$ cat src/pdhc_defines.svh
`ifndef PDHC_DEFINES_SVH
`define PDHC_DEFINES_SVH

// Behaviour
// - free bit clear: freeze while core halted
// - free bit set: ignore core halted input
// - soft bit matters only when freezing selected
// - soft clear: freeze immediately on halt
// - soft set: freeze only at resume boundary
// - debug control at 1018h, bits 1:0
// - index reports highest priority enabled pending
// - index read clears flag; zero means none
// - only unmasked flags form index and status

`define PDHC_ADDR_W          16
`define PDHC_DATA_W          32
`define PDHC_NUM_EVT         32
`define PDHC_IDX_W           8

`define PDHC_OFF_DBGCTL      16'h1018
`define PDHC_OFF_INDEX       16'h1020
`define PDHC_OFF_ENMASK      16'h1028
`define PDHC_OFF_RAW         16'h1030
`define PDHC_OFF_MASKED      16'h1038
`define PDHC_OFF_ACTIVITY    16'h1040

`define PDHC_DBG_FREE_BIT    0
`define PDHC_DBG_SOFT_BIT    1
`define PDHC_DBG_WR_MASK     2'h3
`define PDHC_RST_DBGCTL      2'h0
`define PDHC_RST_INDEX       8'h00
`define PDHC_IDX_NONE        8'h00
`define PDHC_RST_WORD        32'h00000000
`define PDHC_ENMASK_WR_MASK  32'hFFFFFFBF
`define PDHC_RST_ACT         32'h00000000
`define PDHC_ACT_INC         32'h00000001

`endif

$ cat src/pdhc_pkg.sv
package pdhc_pkg;

    typedef enum logic [2:0] {
        PDHC_RUN     = 3'h1,
        PDHC_WAITBND = 3'h2,
        PDHC_FROZEN  = 3'h4
    } pdhc_state_e;

    typedef logic [31:0] pdhc_word_t;

endpackage

$ cat src/pdhc_ctrl.sv
`timescale 1ns/1ps
`include "pdhc_defines.svh"

module pdhc_ctrl (
    input  wire logic                      pclk,
    input  wire logic                      presetn,
    input  wire logic                      psel,
    input  wire logic                      penable,
    input  wire logic                      pwrite,
    input  wire logic [`PDHC_ADDR_W-1:0]   paddr,
    input  wire logic [`PDHC_DATA_W-1:0]   pwdata,
    output logic      [`PDHC_DATA_W-1:0]   prdata,
    output logic                           pready,
    output logic                           pslverr,
    input  wire logic                      core_halted,
    input  wire logic                      engine_at_boundary,
    input  wire logic [`PDHC_NUM_EVT-1:0]  engine_events,
    output logic                           engine_freeze,
    output logic                           irq
);

    // ---------------- halt input and freeze control
    logic                 halted_sync;
    logic [1:0]           dbgctl_reg;
    logic [1:0]           dbgctl_next;
    pdhc_pkg::pdhc_state_e state_reg;
    pdhc_pkg::pdhc_state_e state_next;
    logic                 free_run;
    logic                 soft_stop;
    logic                 halt_request;
    logic                 frozen;

    pdhc_sync u_halt_sync (
        .pclk     (pclk),
        .presetn  (presetn),
        .async_in (core_halted),
        .sync_out (halted_sync)
    );

    assign free_run     = dbgctl_reg[`PDHC_DBG_FREE_BIT];
    assign soft_stop    = dbgctl_reg[`PDHC_DBG_SOFT_BIT];
    // free run masks the halt input entirely
    assign halt_request = halted_sync & ~free_run;

    always_comb begin
        state_next = state_reg;
        unique case (state_reg)
            pdhc_pkg::PDHC_RUN: begin
                if (halt_request) begin
                    // soft is consulted only on the freezing path
                    if (!soft_stop || engine_at_boundary) begin
                        state_next = pdhc_pkg::PDHC_FROZEN;
                    end else begin
                        state_next = pdhc_pkg::PDHC_WAITBND;
                    end
                end
            end
            pdhc_pkg::PDHC_WAITBND: begin
                if (!halt_request) begin
                    state_next = pdhc_pkg::PDHC_RUN;
                end else if (engine_at_boundary || !soft_stop) begin
                    state_next = pdhc_pkg::PDHC_FROZEN;
                end
            end
            pdhc_pkg::PDHC_FROZEN: begin
                // resume once halt falls or free run is chosen
                if (!halt_request) begin
                    state_next = pdhc_pkg::PDHC_RUN;
                end
            end
            default: begin
                state_next = pdhc_pkg::PDHC_RUN;
            end
        endcase
    end

    always_ff @(posedge pclk or negedge presetn) begin
        if (!presetn) begin
            state_reg <= pdhc_pkg::PDHC_RUN;
        end else begin
            state_reg <= state_next;
        end
    end

    assign frozen        = (state_reg == pdhc_pkg::PDHC_FROZEN);
    assign engine_freeze = frozen;

    // ---------------- bus decode
    logic setup_phase;
    logic access_phase;
    logic hit_dbgctl;
    logic hit_index;
    logic hit_enmask;
    logic hit_raw;
    logic hit_masked;
    logic hit_activity;
    logic hit_any;
    logic wr_done;
    logic rd_done;
    logic wr_dbgctl;
    logic wr_enmask;
    logic wr_raw;
    logic rd_idx;

    assign setup_phase  = psel & ~penable;
    assign access_phase = psel & penable;
    assign hit_dbgctl   = (paddr == `PDHC_OFF_DBGCTL);
    assign hit_index    = (paddr == `PDHC_OFF_INDEX);
    assign hit_enmask   = (paddr == `PDHC_OFF_ENMASK);
    assign hit_raw      = (paddr == `PDHC_OFF_RAW);
    assign hit_masked   = (paddr == `PDHC_OFF_MASKED);
    assign hit_activity = (paddr == `PDHC_OFF_ACTIVITY);
    assign hit_any      = hit_dbgctl | hit_index | hit_enmask | hit_raw | hit_masked | hit_activity;

    assign pready  = 1'b1;
    assign pslverr = access_phase & ~hit_any;

    assign wr_done   = access_phase & pwrite;
    assign rd_done   = access_phase & ~pwrite;
    assign wr_dbgctl = wr_done & hit_dbgctl;
    assign wr_enmask = wr_done & hit_enmask;
    assign wr_raw    = wr_done & hit_raw;
    assign rd_idx    = rd_done & hit_index;

    // ---------------- debug control register
    // only free and soft are writable; upper bits are not stored
    assign dbgctl_next = wr_dbgctl ? (pwdata[1:0] & `PDHC_DBG_WR_MASK) : dbgctl_reg;

    always_ff @(posedge pclk or negedge presetn) begin
        if (!presetn) begin
            dbgctl_reg <= `PDHC_RST_DBGCTL;
        end else begin
            dbgctl_reg <= dbgctl_next;
        end
    end

    // ---------------- interrupt flags, mask and index
    logic [`PDHC_NUM_EVT-1:0] raw_interrupt_flags_reg;
    logic [`PDHC_NUM_EVT-1:0] raw_interrupt_flags_next;
    logic [`PDHC_NUM_EVT-1:0] interrupt_enable_mask_reg;
    logic [`PDHC_NUM_EVT-1:0] interrupt_enable_mask_next;
    logic [`PDHC_NUM_EVT-1:0] masked_interrupt_flags;
    logic [`PDHC_NUM_EVT-1:0] top_onehot;
    logic [`PDHC_NUM_EVT-1:0] sw_clear;
    logic [`PDHC_NUM_EVT-1:0] read_clear;
    logic [`PDHC_NUM_EVT-1:0] read_clear_sel;
    logic [`PDHC_NUM_EVT-1:0] captured_onehot_reg;
    logic [`PDHC_IDX_W-1:0]   top_index;

    assign masked_interrupt_flags = raw_interrupt_flags_reg & interrupt_enable_mask_reg;

    pdhc_prio u_prio (
        .flags  (masked_interrupt_flags),
        .index  (top_index),
        .onehot (top_onehot)
    );

    // the flag reported in the setup cycle is the one cleared,
    // even if a higher one arrives before the access edge
    always_ff @(posedge pclk or negedge presetn) begin
        if (!presetn) begin
            captured_onehot_reg <= `PDHC_RST_WORD;
        end else if (setup_phase) begin
            captured_onehot_reg <= top_onehot;
        end
    end

    assign read_clear_sel = rd_idx ? captured_onehot_reg : '0;
    assign read_clear     = read_clear_sel;
    assign sw_clear       = wr_raw ? pwdata : '0;

    // a new event wins over a clear in the same cycle
    assign raw_interrupt_flags_next = (raw_interrupt_flags_reg & ~(sw_clear | read_clear)) | engine_events;

    assign interrupt_enable_mask_next = wr_enmask ? (pwdata & `PDHC_ENMASK_WR_MASK)
                                                 : interrupt_enable_mask_reg;

    always_ff @(posedge pclk or negedge presetn) begin
        if (!presetn) begin
            raw_interrupt_flags_reg   <= `PDHC_RST_WORD;
            interrupt_enable_mask_reg <= `PDHC_RST_WORD;
        end else begin
            raw_interrupt_flags_reg   <= raw_interrupt_flags_next;
            interrupt_enable_mask_reg <= interrupt_enable_mask_next;
        end
    end

    // level interrupt while any enabled flag is pending
    logic irq_reg;

    always_ff @(posedge pclk or negedge presetn) begin
        if (!presetn) begin
            irq_reg <= 1'b0;
        end else begin
            irq_reg <= |(raw_interrupt_flags_next & interrupt_enable_mask_next);
        end
    end

    assign irq = irq_reg;

    // ---------------- functional activity counter
    // stands still while frozen so work resumes exactly where it stopped
    logic [`PDHC_DATA_W-1:0] activity_reg;
    logic [`PDHC_DATA_W-1:0] activity_next;

    assign activity_next = frozen ? activity_reg : 32'(activity_reg + `PDHC_ACT_INC);

    always_ff @(posedge pclk or negedge presetn) begin
        if (!presetn) begin
            activity_reg <= `PDHC_RST_ACT;
        end else begin
            activity_reg <= activity_next;
        end
    end

    // ---------------- read data, captured in the setup cycle
    logic [`PDHC_DATA_W-1:0] rd_mux;
    logic [`PDHC_DATA_W-1:0] prdata_reg;
    logic [`PDHC_DATA_W-1:0] rd_dbgctl;
    logic [`PDHC_DATA_W-1:0] rd_index;

    assign rd_dbgctl = {30'h00000000, dbgctl_reg};
    assign rd_index  = {24'h000000, top_index};

    assign rd_mux = hit_dbgctl   ? rd_dbgctl :
                    hit_index    ? rd_index :
                    hit_enmask   ? interrupt_enable_mask_reg :
                    hit_raw      ? raw_interrupt_flags_reg :
                    hit_masked   ? masked_interrupt_flags :
                    hit_activity ? activity_reg :
                                   `PDHC_RST_WORD;

    always_ff @(posedge pclk or negedge presetn) begin
        if (!presetn) begin
            prdata_reg <= `PDHC_RST_WORD;
        end else if (setup_phase && !pwrite) begin
            prdata_reg <= rd_mux;
        end
    end

    assign prdata = prdata_reg;

endmodule

$ cat src/pdhc_sync.sv
`timescale 1ns/1ps

module pdhc_sync (
    input  wire logic pclk,
    input  wire logic presetn,
    input  wire logic async_in,
    output logic      sync_out
);

    logic stage1_reg;
    logic stage2_reg;
    logic stage3_reg;
    logic sync_reg;

    // a change counts only once stage two and three agree
    always_ff @(posedge pclk or negedge presetn) begin
        if (!presetn) begin
            stage1_reg <= 1'b0;
            stage2_reg <= 1'b0;
            stage3_reg <= 1'b0;
            sync_reg   <= 1'b0;
        end else begin
            stage1_reg <= async_in;
            stage2_reg <= stage1_reg;
            stage3_reg <= stage2_reg;
            if (stage2_reg == stage3_reg) begin
                sync_reg <= stage3_reg;
            end
        end
    end

    assign sync_out = sync_reg;

endmodule

$ cat src/pdhc_prio.sv
`timescale 1ns/1ps
`include "pdhc_defines.svh"

module pdhc_prio (
    input  wire logic [`PDHC_NUM_EVT-1:0] flags,
    output logic      [`PDHC_IDX_W-1:0]   index,
    output logic      [`PDHC_NUM_EVT-1:0] onehot
);

    // bit 0 has the highest priority; index is bit position plus one
    always_comb begin
        index  = `PDHC_IDX_NONE;
        onehot = '0;
        for (int i = `PDHC_NUM_EVT - 1; i >= 0; i--) begin
            if (flags[i]) begin
                index  = 8'(i + 1);
                onehot = `PDHC_NUM_EVT'(1) << i;
            end
        end
    end

endmodule

$ cat config.mk
export PLATFORM = sky130hd
export DESIGN_NAME = pdhc_ctrl
export DESIGN_NICKNAME = d
export VERILOG_FILES = /design/src/pdhc_pkg.sv /design/src/pdhc_ctrl.sv /design/src/pdhc_sync.sv /design/src/pdhc_prio.sv
export VERILOG_INCLUDE_DIRS = /design/src
export SDC_FILE = /design/constraint.sdc
export NUM_CORES = 1
export LEC_CHECK = 0
export BUFFER_PORTS_ARGS = -buffer_cell sky130_fd_sc_hd__buf_2
export CORE_ASPECT_RATIO = 0.75
export CORE_UTILIZATION = 58
export CTS_CLUSTER_DIAMETER = 60
export DETAILED_ROUTE_END_ITERATION = 8
export PLACE_DENSITY = 0.91
export SLEW_MARGIN = 20
export SYNTH_ARGS = -nofsm -noshare
export SYNTH_HDL_FRONTEND = slang
export SYNTH_SLANG_ARGS = --single-unit
$ cat constraint.sdc
create_clock -name pclk -period 2.81 [get_ports pclk]
set_input_delay 0.562 -clock pclk [delete_from_list [all_inputs] [get_ports pclk]]
set_output_delay 0.562 -clock pclk [all_outputs]
set_load 0.01 [all_outputs]
==> results.md <==
* Status: finished, final reports clean
* Worst EP arrival at 3.07 ns
* WHS at about 0.12 ns
* Max Cap Viol at 0
* Netlist cell types at 72
* CP startpoint kind: flip-flop
* 1st-iter DRT viols at 1293
* Post-synth EDFFs at 0
* CP startpoint: interrupt_enable_mask_reg[5]$_DFF_PN0_
* Total Die Area at 15330 sq um
* Antenna Violating Nets Remaining at 0
* Global-route wire length before repair at 45.81 mm
* Final hold vios at 0
* CTS Buffer Depth at 2
* FF-to-FF Start: interrupt_enable_mask_reg[5]$_DFF_PN0_
* VDD IR max at roughly 560 uV
* Clock slew at reported path FFs at 0.06 ns
* Vias in the first global route at 8344
* R2R depth at 7
* Fmax achieved at 0.3695 GHz
* Die X-Extent at 142.6 microns
* Die extent in y at 107.5 microns
* FF+latch area at 4255 sq um
* H-tree depth at 4
* Avg Inst Size Synth at around 9.3 sq um
* Clock insertion delay at the later pin of the skew report at 0.44 ns
* Critical path class: reg -> reg
* Area grow syn2layout at 25.85%
* Leak pwr at 0.004962 uW
* Final Cycle Share at 0.9632
* Routed WL at around 30 mm
* Via count at 8796
* WL/cell at around 22 microns
* Row count at 38
* Ys async rst share at 1.000
* Post-Synthesis Cells at just over 900
* Pin count of the biggest net entering global routing at 68
* Skew final at 0.008992 ns
* Core box area at around 14000 sq um
* Prevailing post-synth register cell: dfrtp_1
* Register bit count reported by yosys at 170
* All-Layer GR Usage at 0.4081
* Pwr Density at a little under 500 nW/um^2
* Num CTS Buffers at 17
* Most area-consuming cells after synthesis: dfrtp_1, nand2_1, nand3_1
* CTS sink count at 170
* Drt first pass iters at 7
* Synth top area share at 0.4916
* Final setup TNS at 0 ns
* Gr ovfl total at 0
* Number of inserted diodes at 0
* Port-buffer cells at approximately 120
* Syn_nets at 1012
* Layout cells sized above 1 at 0.2667
* Fill count at approximately 1100
* Worst min path class: in -> async
* Slew Limit Fails at 0
* Synthesized area at 8602 sq um
* GP Congestion at between 1 and 1.5
* Slew HR at 0.5664
* Footprint of the multi-input gates at 4075 sq um
* Crit. End Element: flip-flop
* Final setup vio count at 0
* Num ports at 123
* FF-to-FF setup slack at 0.10 ns
* Seq/Total Area, Yosys at 0.4947
* Initial core utilization at 0.5951
* Post-DP HPWL at 22.36 mm
* Tot Pwr at 5297 uW
* Antenna violations before repair at 0
* TritonCTS clock tree: yes
* Area leader, netlist: dfrtp_1
* Synthesis warning total at 0
* Critical Path RT at approximately 3.2 ns
* Vias/cell at between 6 and 7
* DRC violations left at 0
* Worst-Margin Slew at 0.6505 ns
* Post-layout min period at 2.707 ns
* CTS root buffer: clkbuf_16
* Nets at 1215
* Crit path max fanout at 5
==> cell usage in the layout (no fill, tap or decap), types with 27 or more instances in the layout <==
master	instances
buf_2	120
buf_4	100
dfrtp_1	169
inv_1	43
nand2_1	180
nand3_1	68
nand4_1	43
nor2_1	27
o21ai_0	53
==> cells in the mapped netlist, drive strengths merged, types with 5 or more instances <==
master and number:
and3 8, nor2 30, xor2 13, o22ai 9, nand2b 16, xnor2 19
and4 5, nor4 11, mux2 10, nand2 180, a31o 9, nor3 7
clkbuf 33, a22oi 13, buf 12, a22o 7, a222oi 23, o21ai 55
dfrtp 169, mux2i 18, nand3 68, o31ai 16, a21oi 23, nand4 43
and2 9, a31oi 23, nor4b 5, inv 43
==> through the flow <==
step / instance area, sq um / utilization / setup slack [ns] / std cells
floorplan: 8602 / - / 0.09575 / 924
global placement: 10210 / 0.7065 / -0.1900 / 1308
detailed placement: 10210 / 0.7065 / -0.2988 / 1308
CTS: 10770 / 0.7453 / 0.1301 / 1340
global route: 10830 / 0.7490 / -0.006801 / 1340
finish: 10830 / 0.7490 / 0.1034 / 1340
==> final cells by class <==
type	count	share of cell area
clock buffer	23	0.04323
timing repair buffer	229	0.1407
multi-input combinational	666	0.3764
sequential	170	0.3931
tap	200	0.02312
inverter	43	0.01491
clock inverter	9	0.008553
==> per-layer routing <==
layer	vias to the layer above	routed length [microns]	global-route usage
li1	3793	-	-
met2	723	12740	0.5924
met4	0	963	0.1421
met5	-	0	0
met1	4185	11550	0.5634
met3	95	4711	0.1468
==> kinds of logic after synthesis <==
kind of cell	after synthesis	synth area share
other	1	0.0004359
xor gates and xnor gates	32	0.03258
muxes	28	0.03404
AOI/OAI and AO/OA	207	0.1676
adders and majority gates	2	0.002618
and+or+nand+nor	396	0.2279
DFF	170	0.4947
buffers and inverters	88	0.04014
==> final timing paths <==
| check | endpoint |
|---|---|
| max reg2reg | captured_onehot_reg[30]$_DFFE_PN0P_ |
| min reg2reg | u_halt_sync.stage2_reg$_DFF_PN0_ |
| max in group asynchronous | captured_onehot_reg[31]$_DFFE_PN0P_ |
| min in group pclk | u_halt_sync.stage1_reg$_DFF_PN0_ |
| max | captured_onehot_reg[30]$_DFFE_PN0P_ |
| min | prdata[6]$_DFFE_PN0P_ |
==> worst max-delay path: stages, from the launching register on <==
cell,delay [ns]
dfrtp_1,0.43
a22oi_1,0.34
nand2_1,0.12
or3b_4,0.41
or4_4,0.44
or3_4,0.35
or3b_4,0.42
o21ai_2,0.13
==> power by group <==
part           switching [uW]  internal [uW]  leakage [uW]
clock network             986           1270      0.000264
logic                     258            174       0.00254
registers                84.7           2520       0.00216
total                    1330           3970       0.00496
==> repair_timing <==
action,in CTS,in global routing
resized for setup,0,9
buffers inserted,0,0
setup endpoints to repair,0,1
hold buffers,0,0
Note: power is estimated with default switching activity, not from simulation.
